--- src/verilog/abce_pkg.sv ---
/*
  constants, opcode patterns and types shared by the execution unit
  assumes: a 16-bit instruction word and an 8-bit data path
*/
package abce_pkg;

  // ==========================================================
  // register offsets on the apb bus (byte addresses)
  localparam logic [7:0] ADDR_WORK   = 8'h00; // working_register
  localparam logic [7:0] ADDR_STATUS = 8'h04; // arithmetic flags
  localparam logic [7:0] ADDR_LATCH  = 8'h08; // pc_high_latch
  localparam logic [7:0] ADDR_PC     = 8'h0c; // program counter, read only

  // ==========================================================
  // status field positions
  localparam int STAT_C  = 0;               // carry
  localparam int STAT_DC = 1;               // digit_carry_flag
  localparam int STAT_Z  = 2;               // zero
  localparam int STAT_OV = 3;               // overflow_flag

  // ==========================================================
  // values after reset
  localparam logic [7:0]  RST_WORK   = 8'h00;
  localparam logic [3:0]  RST_STATUS = 4'h0;
  localparam logic [7:0]  RST_LATCH  = 8'h00;
  localparam logic [15:0] RST_PC     = 16'h0000;

  // ==========================================================
  // opcode patterns, compared against the top bits of the word
  localparam logic [7:0] OP_ADD_LIT  = 8'hb1; // add_literal_op
  localparam logic [7:0] OP_AND_LIT  = 8'hb5; // and_literal_op
  localparam logic [7:0] OP_LONG_CALL_OP    = 8'hb7; // long_call_op
  localparam logic [6:0] OP_ADD_REG  = 7'h07; // add_register_op
  localparam logic [6:0] OP_ADD_C    = 7'h08; // add_with_carry_op
  localparam logic [6:0] OP_AND_REG  = 7'h05; // and_register_op
  localparam logic [6:0] OP_CLEAR_F  = 7'h14; // clear f, store-select form
  localparam logic [5:0] OP_TBL_RD   = 6'h2a; // table_read_op
  localparam logic [5:0] OP_TBL_WR   = 6'h2b; // table write
  localparam logic [4:0] OP_BIT_CLR  = 5'h11; // bit_clear_op
  localparam logic [4:0] OP_BIT_SET  = 5'h10; // bit_set_op
  localparam logic [4:0] OP_SKIP_CLR = 5'h13; // skip_if_clear_op
  localparam logic [4:0] OP_SKIP_SET = 5'h12; // skip_if_set_op
  localparam logic [4:0] OP_BIT_TOG  = 5'h07; // bit_toggle_op
  localparam logic [2:0] OP_CALL     = 3'h7;  // in-page call

  // ==========================================================
  // extra cycles that table transfers hold the pipeline
  localparam logic [1:0] STALL_TBL     = 2'h1; // two cycles in all
  localparam logic [1:0] STALL_TBL_PCL = 2'h2; // three cycles in all

  // ==========================================================
  // sequencer states
  typedef enum logic [1:0] {
    ST_RUN,                                  // fetch and execute
    ST_STALL,                                // counted table stall
    ST_TBL_PROG                              // internal write, wait for event
  } abce_state_type;

endpackage

--- src/verilog/abce_exec.sv ---
/*
  decode and execute unit: add, and, bit ops, skips, calls, table timing
  assumes: program memory answers INSTR_I for PROG_ADDR_O when valid,
  the file register reads asynchronously and writes at the clock edge
*/
// Chosen here: register access over APB and the register addresses.
`timescale 1ns/1ps

// How it works
// - add literal into working register, four flags
// - add register, d picks destination
// - add register plus carry, d picks destination
// - and literal into working register, zero only
// - and register, d picks destination, zero only
// - clear chosen bit of f, no flags
// - set chosen bit of f, no flags
// - skip next when chosen bit clear
// - skip next when chosen bit set
// - skip discards fetched word, runs nop
// - toggle chosen bit of f, no flags
// - call pushes pc plus one, loads literal
// - call updates pc high latch fields
// - long call loads latch and literal
// - internal table write waits for event
// - table read to pc low: three cycles
// - store-select: file only, or both
module abce_exec #(
  parameter logic [7:0] PCL_ADDR = 8'h02    // file address of pc_low_byte
) (
  input  wire logic        REF_CLK_I,       // 250 mhz clock
  input  wire logic        RST_B_I,         // synchronous reset, low
  input  wire logic        PSEL_I,          // apb select
  input  wire logic        PENABLE_I,       // apb access phase
  input  wire logic        PWRITE_I,        // apb direction
  input  wire logic [7:0]  PADDR_I,         // apb byte address
  input  wire logic [31:0] PWDATA_I,        // apb write data
  output logic      [31:0] PRDATA_O,        // apb read data
  output logic             PREADY_O,        // apb ready
  output logic             PSLVERR_O,       // apb error
  input  wire logic [15:0] INSTR_I,         // program word
  input  wire logic        INSTR_VALID_I,   // program word valid
  output logic             FETCH_O,         // word taken this cycle
  output logic      [15:0] PROG_ADDR_O,     // program counter
  output logic      [7:0]  FILE_ADDR_O,     // file read address
  input  wire logic [7:0]  FILE_RDATA_I,    // file read data
  output logic             FILE_WE_O,       // file write strobe
  output logic      [7:0]  FILE_WADDR_O,    // file write address
  output logic      [7:0]  FILE_WDATA_O,    // file write data
  output logic             STACK_PUSH_O,    // push return address
  output logic      [15:0] STACK_DATA_O,    // return address
  input  wire logic        TBL_INTERNAL_I,  // table pointer on internal memory
  input  wire logic        IRQ_EVENT_I      // interrupt event
);

  // ==========================================================
  // state
  abce_pkg::abce_state_type state_reg, state_next;
  logic [15:0] instr_reg;                   // word in execution
  logic        exec_valid_reg;              // word is not a nop
  logic        skip_pend_reg;               // skip waits for next fetch
  logic [1:0]  stall_cnt_reg;               // stall cycles left
  logic [15:0] pc_reg, pc_next;             // program counter
  logic [7:0]  work_reg, work_next;         // working_register
  logic [3:0]  status_reg, status_next;     // flags
  logic [7:0]  latch_reg, latch_next;       // pc_high_latch
  logic        file_we_reg;                 // file write pending
  logic [7:0]  file_waddr_reg;              // its address
  logic [7:0]  file_wdata_reg;              // its data
  logic        push_reg;                    // stack push strobe
  logic [15:0] push_data_reg;               // stack word
  logic [31:0] prdata_reg;                  // apb read data

  // ==========================================================
  // helpers
  // write targets {working, file} for d-form and s-form words
  function automatic logic [1:0] dest_sel(input logic is_s, input logic sel);
    if (is_s) begin
      dest_sel = sel ? 2'b01 : 2'b11;       // s-form
    end else begin
      dest_sel = sel ? 2'b01 : 2'b10;       // d-form
    end
  endfunction

  // ==========================================================
  // decode
  wire [7:0] lit     = instr_reg[7:0];      // literal or file address
  wire [2:0] bsel    = instr_reg[10:8];     // bit number
  wire       run     = (state_reg == abce_pkg::ST_RUN);
  wire       exec    = run && exec_valid_reg;
  wire       add_lit = instr_reg[15:8] == abce_pkg::OP_ADD_LIT;
  wire       and_lit = instr_reg[15:8] == abce_pkg::OP_AND_LIT;
  wire       long_call_op   = instr_reg[15:8] == abce_pkg::OP_LONG_CALL_OP;
  wire       add_reg = instr_reg[15:9] == abce_pkg::OP_ADD_REG;
  wire       add_c   = instr_reg[15:9] == abce_pkg::OP_ADD_C;
  wire       and_reg = instr_reg[15:9] == abce_pkg::OP_AND_REG;
  wire       clr_f   = instr_reg[15:9] == abce_pkg::OP_CLEAR_F;
  wire       tbl_rd  = instr_reg[15:10] == abce_pkg::OP_TBL_RD;
  wire       tbl_wr  = instr_reg[15:10] == abce_pkg::OP_TBL_WR;
  wire       bit_clr = instr_reg[15:11] == abce_pkg::OP_BIT_CLR;
  wire       bit_set = instr_reg[15:11] == abce_pkg::OP_BIT_SET;
  wire       sk_clr  = instr_reg[15:11] == abce_pkg::OP_SKIP_CLR;
  wire       sk_set  = instr_reg[15:11] == abce_pkg::OP_SKIP_SET;
  wire       bit_tog = instr_reg[15:11] == abce_pkg::OP_BIT_TOG;
  wire       call    = instr_reg[15:13] == abce_pkg::OP_CALL;
  wire       arith   = add_lit || add_reg || add_c;
  wire       logic_op = and_lit || and_reg;
  wire       d_form  = add_reg || add_c || and_reg;
  wire       bit_op  = bit_clr || bit_set || bit_tog;

  // ==========================================================
  // operands, forwarding the write still in flight
  wire       fwd     = file_we_reg && (file_waddr_reg == lit);
  wire [7:0] f_op    = fwd ? file_wdata_reg : FILE_RDATA_I;
  wire [7:0] bmask   = 8'h01 << bsel;
  wire       bit_val = f_op[bsel];
  wire [7:0] alu_b   = (add_lit || and_lit) ? lit : f_op;
  // carry joins the sum only for add with carry
  wire       alu_cin = add_c && status_reg[abce_pkg::STAT_C];
  wire [7:0] alu_res;
  wire       alu_c;
  wire       alu_dc;
  wire       alu_ov;
  wire       alu_z;

  abce_alu #(
    .WIDTH(8)
  ) u_alu (
    .a_i  (work_reg),
    .b_i  (alu_b),
    .cin_i(alu_cin),
    .and_i(logic_op),
    .res_o(alu_res),
    .c_o  (alu_c),
    .dc_o (alu_dc),
    .ov_o (alu_ov),
    .z_o  (alu_z)
  );

  // ==========================================================
  // result and write targets
  wire [7:0] bit_res = bit_clr ? (f_op & ~bmask) :
                       bit_set ? (f_op | bmask) :
                       (f_op ^ bmask);
  wire [7:0] result  = clr_f ? 8'h00 : bit_op ? bit_res : alu_res;
  wire [1:0] dsel    = dest_sel(clr_f, instr_reg[8]);
  // literal forms always land in the working register
  wire       wr_work = exec && (add_lit || and_lit ||
                                ((d_form || clr_f) && dsel[1]));
  // bit ops write back to f, flags untouched
  wire       wr_file = exec && (bit_op || ((d_form || clr_f) && dsel[0]));

  // ==========================================================
  // skips, branches and table timing
  // skip on the tested bit
  wire       skip    = exec && ((sk_clr && !bit_val) || (sk_set && bit_val));
  wire       branch  = exec && (call || long_call_op);
  wire       tbl     = exec && (tbl_rd || tbl_wr);
  wire       tbl_pcl = tbl_rd && (lit == PCL_ADDR);
  wire       fetch   = run && INSTR_VALID_I;
  // in-page call target keeps pc bits 15:13, takes 12:0 from the word
  wire [15:0] call_pc  = {pc_reg[15:13], instr_reg[12:0]};
  // latch forms the high byte of a long call
  wire [15:0] long_call_op_pc = {latch_reg, lit};
  wire [15:0] pc_inc   = pc_reg + 16'h0001;

  // ==========================================================
  // apb decode
  wire apb_setup = PSEL_I && !PENABLE_I;
  wire apb_wr    = PSEL_I && PENABLE_I && PWRITE_I;
  wire hit_work  = PADDR_I == abce_pkg::ADDR_WORK;
  wire hit_stat  = PADDR_I == abce_pkg::ADDR_STATUS;
  wire hit_latch = PADDR_I == abce_pkg::ADDR_LATCH;
  wire hit_pc    = PADDR_I == abce_pkg::ADDR_PC;
  wire mapped    = hit_work || hit_stat || hit_latch || hit_pc;
  wire [31:0] rd_mux = hit_work  ? {24'h0, work_reg} :
                       hit_stat  ? {28'h0, status_reg} :
                       hit_latch ? {24'h0, latch_reg} :
                       hit_pc    ? {16'h0, pc_reg} : 32'h0;

  // ==========================================================
  // next values; the executing word wins over a bus write
  always_comb begin
    work_next   = work_reg;
    status_next = status_reg;
    latch_next  = latch_reg;
    if (apb_wr && hit_work) begin
      work_next = PWDATA_I[7:0];
    end
    if (apb_wr && hit_stat) begin
      status_next = PWDATA_I[3:0];
    end
    if (apb_wr && hit_latch) begin
      latch_next = PWDATA_I[7:0];
    end
    if (wr_work) begin
      work_next = result;
    end
    if (exec && arith) begin
      // all four flags
      status_next[abce_pkg::STAT_C]  = alu_c;
      status_next[abce_pkg::STAT_DC] = alu_dc;
      status_next[abce_pkg::STAT_OV] = alu_ov;
      status_next[abce_pkg::STAT_Z]  = alu_z;
    end else if (exec && logic_op) begin
      status_next[abce_pkg::STAT_Z] = alu_z; // zero only
    end
    if (exec && call) begin
      latch_next = {pc_reg[15:13], instr_reg[12:8]};
    end
  end

  // program counter: branch, then fetch
  always_comb begin
    if (exec && call) begin
      pc_next = call_pc;
    end else if (exec && long_call_op) begin
      pc_next = long_call_op_pc;
    end else if (fetch) begin
      pc_next = pc_inc;
    end else begin
      pc_next = pc_reg;
    end
  end

  // sequencer
  always_comb begin
    state_next = state_reg;
    unique case (state_reg)
      abce_pkg::ST_RUN: begin
        if (tbl && tbl_wr && TBL_INTERNAL_I) begin
          state_next = abce_pkg::ST_TBL_PROG;
        end else if (tbl) begin
          state_next = abce_pkg::ST_STALL;
        end
      end
      abce_pkg::ST_STALL: begin
        if (stall_cnt_reg == 2'h1) begin
          state_next = abce_pkg::ST_RUN;
        end
      end
      abce_pkg::ST_TBL_PROG: begin
        if (IRQ_EVENT_I) begin
          state_next = abce_pkg::ST_RUN;      // event ends it
        end
      end
    endcase
  end

  // ==========================================================
  // pipeline registers
  always_ff @(posedge REF_CLK_I) begin
    if (!RST_B_I) begin
      state_reg      <= abce_pkg::ST_RUN;
      instr_reg      <= 16'h0000;
      exec_valid_reg <= 1'b0;
      skip_pend_reg  <= 1'b0;
      stall_cnt_reg  <= 2'h0;
    end else begin
      state_reg <= state_next;
      if (fetch) begin
        instr_reg <= INSTR_I;
      end
      if (fetch) begin
        // fetched word dropped after a skip or branch
        exec_valid_reg <= !(skip || branch || skip_pend_reg);
      end else if (run) begin
        exec_valid_reg <= 1'b0;
      end
      if (fetch) begin
        skip_pend_reg <= 1'b0;
      end else if (skip) begin
        skip_pend_reg <= 1'b1;
      end
      if (tbl) begin
        stall_cnt_reg <= tbl_pcl ? abce_pkg::STALL_TBL_PCL : abce_pkg::STALL_TBL;
      end else if (state_reg == abce_pkg::ST_STALL) begin
        stall_cnt_reg <= stall_cnt_reg - 2'h1;
      end
    end
  end

  // architectural registers
  always_ff @(posedge REF_CLK_I) begin
    if (!RST_B_I) begin
      pc_reg     <= abce_pkg::RST_PC;
      work_reg   <= abce_pkg::RST_WORK;
      status_reg <= abce_pkg::RST_STATUS;
      latch_reg  <= abce_pkg::RST_LATCH;
    end else begin
      pc_reg     <= pc_next;
      work_reg   <= work_next;
      status_reg <= status_next;
      latch_reg  <= latch_next;
    end
  end

  // file write port, stack push, bus read data
  always_ff @(posedge REF_CLK_I) begin
    if (!RST_B_I) begin
      file_we_reg    <= 1'b0;
      file_waddr_reg <= 8'h00;
      file_wdata_reg <= 8'h00;
      push_reg       <= 1'b0;
      push_data_reg  <= 16'h0000;
      prdata_reg     <= 32'h0000_0000;
    end else begin
      file_we_reg    <= wr_file;
      file_waddr_reg <= lit;
      file_wdata_reg <= result;
      push_reg       <= branch;
      push_data_reg  <= pc_reg;
      if (apb_setup) begin
        prdata_reg <= rd_mux;
      end
    end
  end

  // ==========================================================
  // outputs
  assign FETCH_O      = fetch;
  assign PROG_ADDR_O  = pc_reg;
  assign FILE_ADDR_O  = lit;
  assign FILE_WE_O    = file_we_reg;
  assign FILE_WADDR_O = file_waddr_reg;
  assign FILE_WDATA_O = file_wdata_reg;
  assign STACK_PUSH_O = push_reg;
  assign STACK_DATA_O = push_data_reg;
  assign PRDATA_O     = prdata_reg;
  assign PREADY_O     = 1'b1;
  assign PSLVERR_O    = PSEL_I && PENABLE_I && !mapped;
endmodule

--- src/verilog/abce_alu.sv ---
/*
  8-bit adder and and-unit with carry, digit carry, overflow, zero
  assumes: purely combinational, operands stable during the cycle
*/
`timescale 1ns/1ps

module abce_alu #(
  parameter int WIDTH = 8                   // data path width
) (
  input  wire logic [WIDTH-1:0] a_i,        // working_register
  input  wire logic [WIDTH-1:0] b_i,        // literal or file operand
  input  wire logic             cin_i,      // carry into the sum
  input  wire logic             and_i,      // high: and, low: add
  output logic      [WIDTH-1:0] res_o,      // result
  output logic                  c_o,        // carry out of the top bit
  output logic                  dc_o,       // carry out of the low nibble
  output logic                  ov_o,       // two's complement overflow
  output logic                  z_o         // result is zero
);

  // ==========================================================
  // sums
  logic [WIDTH:0] sum_full;                 // sum with carry out
  logic [4:0]     sum_nib;                  // low nibble sum

  assign sum_full = {1'b0, a_i} + {1'b0, b_i} + {{WIDTH{1'b0}}, cin_i};
  assign sum_nib  = {1'b0, a_i[3:0]} + {1'b0, b_i[3:0]} + {4'h0, cin_i};

  // ==========================================================
  // result and flags
  // select and or sum
  assign res_o = and_i ? (a_i & b_i) : sum_full[WIDTH-1:0];
  assign c_o   = sum_full[WIDTH];
  assign dc_o  = sum_nib[4];
  // same signs in, other sign out
  assign ov_o  = (a_i[WIDTH-1] == b_i[WIDTH-1]) &&
                 (sum_full[WIDTH-1] != a_i[WIDTH-1]);
  // zero only on an all-zero result
  assign z_o   = (res_o == '0);

endmodule

--- config.mk ---
export PLATFORM = sky130hd
export DESIGN_NAME = abce_exec
export DESIGN_NICKNAME = d
export VERILOG_FILES = /design/src/verilog/abce_pkg.sv /design/src/verilog/abce_exec.sv /design/src/verilog/abce_alu.sv
export SDC_FILE = /design/constraint.sdc
export NUM_CORES = 1
export LEC_CHECK = 0
export ABC_CLOCK_PERIOD_IN_PS = 4660
export BUFFER_PORTS_ARGS = -buffer_cell sky130_fd_sc_hd__buf_4
export CAP_MARGIN = 10
export CORE_ASPECT_RATIO = 0.8
export CORE_MARGIN = 2
export CORE_UTILIZATION = 35
export DETAILED_ROUTE_END_ITERATION = 10
export GPL_TIMING_DRIVEN = 0
export MAX_ROUTING_LAYER = met4
export PLACE_DENSITY = 0.55
export RECOVER_POWER = 25
export SLEW_MARGIN = 25
export SYNTH_ARGS = -nofsm -noshare
export SYNTH_HDL_FRONTEND = slang
export SYNTH_SLANG_ARGS = --single-unit
--- constraint.sdc ---
create_clock -name REF_CLK_I -period 4.66 [get_ports REF_CLK_I]
set_clock_uncertainty 0.2 [all_clocks]
set_input_delay 0.233 -clock REF_CLK_I [delete_from_list [all_inputs] [get_ports REF_CLK_I]]
set_output_delay 0.233 -clock REF_CLK_I [all_outputs]
set_load 0.05 [all_outputs]
# [Word level (Yosys, flattened, before mapping)]
# Index checks and enable logic that the tools add are counted.
[classes] n_eq_ne=28 n_lt_le_gt_ge=1 shift=1 n_reduce_logical=65 bitwise_logic=7 mux=38 addsub=6
[ops] cell="16-bit 2-to-1 mux" count=6
[ops] cell="8-bit 2-to-1 mux" count=11
[ops] cell="1-bit logical AND" count=28
[ops] cell="8-bit == test, second input constant" count=3
[ops] cell="2-bit 2-to-1 mux" count=11
[ops] cell="5-bit == test, second input constant" count=4
[ops] cell="1-bit logical OR" count=19
[ops] cell="16-bit by 1-bit adder with 16-bit output, second input constant" count=1
[ops] cell="8-bit AND" count=2
[ops] cell="8-bit by 4-bit == test with 1-bit output, second input constant" count=2
[ops] cell="8-bit logical NOT" count=2
[ops] cell="7-bit by 3-bit == test with 1-bit output, second input constant" count=2
[ops] cell="13-bit 2-to-1 mux" count=1
[ops] cell="6-bit == test, second input constant" count=2
[ops] cell="2-bit nonzero test" count=6
[ops] cell="8-bit by 8-bit adder with 9-bit output" count=1
[ops] cell="9-bit by 1-bit adder with 9-bit output" count=1
[ops] cell="8-bit by 2-bit == test with 1-bit output, second input constant" count=1
[ops] cell="8-bit by 3-bit == test with 1-bit output, second input constant" count=1
[ops] cell="8-bit == test" count=1
[ops] cell="8-bit NOT" count=1
[ops] cell="8-bit OR" count=1
[ops] cell="1-bit by 3-bit left shift with 8-bit output, first input constant" count=1
[ops] cell="8-bit bitwise XOR" count=1
[ops] cell="25 further kinds" count=37
[totals] wordCells=163 in_bits=72 out_inout_bits=93 ff_bits=124

# [Logic depth before layout (Yosys ltp)]
[depth] depth_word=13 depth_mapped=15 depth_no_buf=15

# [Hierarchy]
# Synthesis repeated with hierarchy kept, for this count alone.
[unflattened] cells_unflattened=767 area_unflattened_um2=6429.9
[by_module_without_submodules] mod="abce_exec" seq_area_each_um2=2162.1 area_per_inst_um2=5880.6 instances=1 cells_each=695
[by_module_without_submodules] mod="abce_alu" seq_area_each_um2=0.0 area_per_inst_um2=549.3 instances=1 cells_each=72

# [Worst setup path before layout]
# No wires, ideal clock.
[synth_path] path_type="reg-to-reg" from="register file_waddr_reg[0], in the netlist FILE_WADDR_O[0]" to="register status_reg[2]" t_required_ns=4.386 stages_incl_launch_ff=15 synth_period_minus_slack_ns=4.162 setup_slack_ns=0.498 arrival_time_ns=3.888 n_path_buf=0 path_cell_list="dfxtp_1 > xnor2_1 > nand2_1 > nor3_4 > mux2i_1 > a21oi_1 > fa_1 > fa_1 > a21o_1 > a21oi_1 > xnor2_1 > or3_1 > a221oi_1 > nand3_1 > o21ai_0"
[synth_via] elab_chain_len=10 word_cells_on_any_way=11 classes_between="add/sub (2); eq/ne (1); mux (5); bitwise (1); reduce/logical (2)"
[synth_rtl] element="start, declared" line="abce_exec.sv:67" source="logic [7:0] file_waddr_reg;"
[synth_rtl] element="start signal, assigned" line="abce_exec.sv:308" source="file_waddr_reg <= lit;"
[synth_rtl] element="8-bit == test (*)" line="abce_exec.sv:112" source="wire fwd = file_we_reg && (file_waddr_reg == lit);"
[synth_rtl] element="1-bit logical AND (*)" line="abce_exec.sv:112"
[synth_rtl] element="8-bit 2-to-1 mux (*)" line="abce_exec.sv:113" source="wire [7:0] f_op = fwd ? file_wdata_reg : FILE_RDATA_I;"
[synth_rtl] element="8-bit 2-to-1 mux (*)" line="abce_exec.sv:116" source="wire [7:0] alu_b = (add_lit || and_lit) ? lit : f_op;"
[synth_rtl] element="8-bit by 8-bit adder with 9-bit output" line="abce_alu.sv:26" source="assign sum_full = {1'b0, a_i} + {1'b0, b_i} + {{WIDTH{1'b0}}, cin_i};"
[synth_rtl] element="9-bit by 1-bit adder with 9-bit output" line="abce_alu.sv:26"
[synth_rtl] element="8-bit 2-to-1 mux (*)" line="abce_alu.sv:32" source="assign res_o = and_i ? (a_i & b_i) : sum_full[WIDTH-1:0];"
[synth_rtl] element="8-bit logical NOT (*)" line="abce_alu.sv:39" source="assign z_o = (res_o == '0);"
[synth_rtl] element="1-bit 2-to-1 mux" line="abce_exec.sv:204" source="end else if (exec && logic_op) begin"
[synth_rtl] element="1-bit 2-to-1 mux (*)" line="abce_exec.sv:198" source="if (exec && arith) begin"
[synth_rtl] element="end signal, assigned" line="abce_exec.sv:287" source="status_reg <= abce_pkg::RST_STATUS;"
[synth_rtl] element="end signal, assigned" line="abce_exec.sv:292" source="status_reg <= status_next;"
[synth_rtl] element="end, declared" line="abce_exec.sv:64" source="logic [3:0] status_reg, status_next;"
# Mark *: on every way between the ends. The rest lies on a longest branch, timed or not.
# A chain may end at the register's enable or synchronous reset.

# [Final worst setup path]
[layout_path] from="register instr_reg[3]" to="register status_reg[2]"
[layout_via] elab_chain_len=10 word_cells_on_any_way=11 classes_between="add/sub (2); eq/ne (1); mux (5); bitwise (1); reduce/logical (2)"
[layout_rtl] element="start, declared" line="abce_exec.sv:58" source="logic [15:0] instr_reg;"
[layout_rtl] element="start signal, assigned" line="abce_exec.sv:254" source="instr_reg <= 16'h0000;"
[layout_rtl] element="start signal, assigned" line="abce_exec.sv:261" source="instr_reg <= INSTR_I;"
[layout_rtl] element="8-bit == test" line="abce_exec.sv:112"
[layout_rtl] element="1-bit logical AND" line="abce_exec.sv:112"
[layout_rtl] element="8-bit 2-to-1 mux" line="abce_exec.sv:113"
[layout_rtl] element="8-bit 2-to-1 mux (*)" line="abce_exec.sv:116"
[layout_rtl] element="8-bit by 8-bit adder with 9-bit output" line="abce_alu.sv:26"
[layout_rtl] element="9-bit by 1-bit adder with 9-bit output" line="abce_alu.sv:26"
[layout_rtl] element="8-bit 2-to-1 mux (*)" line="abce_alu.sv:32"
[layout_rtl] element="8-bit logical NOT (*)" line="abce_alu.sv:39"
[layout_rtl] element="1-bit 2-to-1 mux" line="abce_exec.sv:204"
[layout_rtl] element="1-bit 2-to-1 mux (*)" line="abce_exec.sv:198"
# Marks and branches as above.

==> metrics.cfg <==
[drt]
initialDrtViolationCount=402
ant_nets=0
drc=0
vias_per_cell=5.14
wire_per_inst_um=17.7
num_vias=5727
drt_first_pass_iters=9
wl_mm=19.7

[sta]
hold_violations=0
setup_viol=0
setup_slack_ns=0.300
finalSetupTns_ns=0
holdWs_ns=0.00934
slew_headroom_pct=36.9
worst_pin_slew_ns=0.939
finalMaxSlewViolations=0
layout_min_cycle_time_ns=4.36
fin_crit_sh_pct=93.6
max_freq_mhz=229
rsz0062_at_grt=no

[grt]
grt_pass1_wl_mm=30.6
groute.usage.overall_pct=22.4
grt_max_degree=20
antenna_found_initial=0
grt_pass1_vias=5364
overflow=0

[layout]
areaGrowthSynthToFinish_pct=26.1
fin_nets=989
final_core_utilization_pct=44.7
drive_gt1_share_pct=17.0
fin_area_um2=7690
diodes=0

[yosys]
ys_types=60
async_reset_ff_share_pct=0
yosys_warnings=0
yosys-top-cells-area=dfxtp_1, mux2i_1, ha_1
syn_inst=721
synth-compound-area-share_pct=15.7
yosys.area_share.simple_pct=20.9
synth_top_family_by_area=simple AND/OR/NAND/NOR gates
synth_top_cell_area_share_pct=35.5
synth_area_um2=6100
synth_mux_area_share_pct=9.91
synth_enable_flop_cells=0
synth_fa_ha_area_share_pct=6.81
synth_flop_cell=dfxtp_1
synth_area_per_cell_um2=8.45
ys_ff_latch=108
yosysSeqAreaShare_pct=35.5
synth_top_area_cell=dfxtp_1
synthXorXnorAreaFrac_pct=3.74

[setup_path]
startpoint_type=register
slowest_stage=dfxtp_1
cp_top_family=compound AO/OA/AOI/OAI gates
slowest_delay_ns=0.54
cp.required_ns=4.74
worst-path-max-fanout=7
worstSetupEndpointType=register
crit_buf_inv=0
worstSetupPathType=register to register
arrival_ns=4.44
path_cells=xnor2_1 > nand4_1 > nor3_4 > mux2i_2 > a21oi_1 > fa_1 > fa_1 > a21o_1 > a21oi_1 > xnor2_1 > or3_1 > a221oi_1 > nand3_1 > o21ai_0

[flow_run]
maxCapViolations=0

[cts]
cts_tree=done
clockBufferDepth=2
worstSkewPairLatency_ns=0.36
path_clk_slew_ns=0.08
cts-root-buf=clkbuf_16
h-tree-depth=3
cts.sinks=108
cts-buffers-inserted=9

[floorplan]
die_w_um=152
die_h_um=122
rows=43
initial_core_util_pct=35.4
pin_count=165
die_area_um2=18500
core_um2=17200

[placement]
gp_congestion=0.881
post-dp-hpwl_mm=14.9
dp_slack_ns=-0.189
placed_area_um2=7350
io_buffers=121

[pwr]
leakage_nw=3.19
p_per_area_nw_per_um2=280
ir_drop_mv=0.182

[run_status]
status=finished clean

[min_path]
holdCritPathClass=input pin to register

-- Yosys cell counts (15+ instances only) --
cell,instances
xnor2_1,16
ha_1,30
a22oi_1,15
clkbuf_1,36
buf_4,26
mux2i_1,42
nand2_1,75
dfxtp_1,108
and2_1,29
a21oi_1,48
nand3_1,19
a211oi_1,21
nor2_1,71
o21ai_0,28
inv_1,22
-- cell families after synthesis --
family | Yosys count
flip-flops | 108
AO/OA/AOI/OAI | 150
multiplexers | 52
AND/OR/NAND/NOR | 259
other | 2
adder cells (fa/ha/maj) | 32
XOR/XNOR | 26
buffers and inverters | 92
-- worst register-to-register path: stages (launching register included) --
cell and delay [ns]:
dfxtp_1 0.54, xnor2_1 0.16, nand4_1 0.18, nor3_4 0.30
mux2i_2 0.36, a21oi_1 0.17, fa_1 0.47, fa_1 0.43
a21o_1 0.18, a21oi_1 0.30, xnor2_1 0.15, or3_1 0.32
a221oi_1 0.27, nand3_1 0.11, o21ai_0 0.15
-- cell type report --
type,instances,area [um^2]
fill,1800,9530
multi-input combinational,536,3560
sequential,108,2170
timing repair buffer,138,926
buffer,69,360
tap,225,282
clock buffer,9,225
inverter,23,86.3
clock inverter,7,82.6
-- metal layers --
metal | vias up | routed length [um] | GRT usage, %
met5 | - | 0 | -
met4 | 0 | 284 | 5.50
met3 | 22 | 1390 | 4.91
met2 | 208 | 8010 | 30.5
met1 | 2673 | 10000 | 33.4
li1 | 2824 | - | -
-- metrics by stage --
step	std cells	power, mW
floorplan	736	1.24
detailed placement	1082	1.36
finish	1115	2.15
global placement	1082	1.36
global route	1115	2.24
CTS	1115	2.17
-- report_power, final --
part / internal (mW) / switching (mW)
combinational: 0.133 / 0.239
sequential: 0.946 / 0.0286
clock: 0.426 / 0.379
-- path summary, 6_finish.rpt --
check	start	end	slack, ns	depth (start not counted)
max reg2reg	instr_reg[3]	status_reg[2]	0.30	14
max	instr_reg[3]	status_reg[2]	0.30	14
min	PWDATA_I[1]	latch_reg[1]	0.009	3
min reg2reg	state_reg[0]	state_reg[0]	0.28	2
-- placed cells by master, fill, tap and decap left out, types with 4 or more instances in the layout --
cell and n:
dfxtp_1 102, nand3_1 19, ha_1 30, and2_1 25
nor2b_1 10, nor4b_1 4, and3_1 5, nand2_1 75
dfxtp_2 6, inv_1 22, xor2_1 10, dlygate4sd3_1 16
or3_1 6, mux2i_1 41, a21oi_1 48, conb_1 17
a211oi_1 21, mux2_2 4, and2_0 4, xnor2_1 16
buf_4 108, o21ai_0 28, a221oi_1 5, mux4_2 5
nor2_1 71, buf_1 4, a22oi_1 15, nand2b_1 7
clkbuf_1 76, nor3_1 8, nand4_1 9, clkbuf_16 9
-- timing repair --
item	CTS	global route
hold buffers	16	0
buffers inserted	1	0
setup endpoints to repair	8	7
cloned	0	0
pin swaps	1	0
hold endpoints to repair	16	0
gates resized for setup	0	7
(Power assumes the default switching activity.)
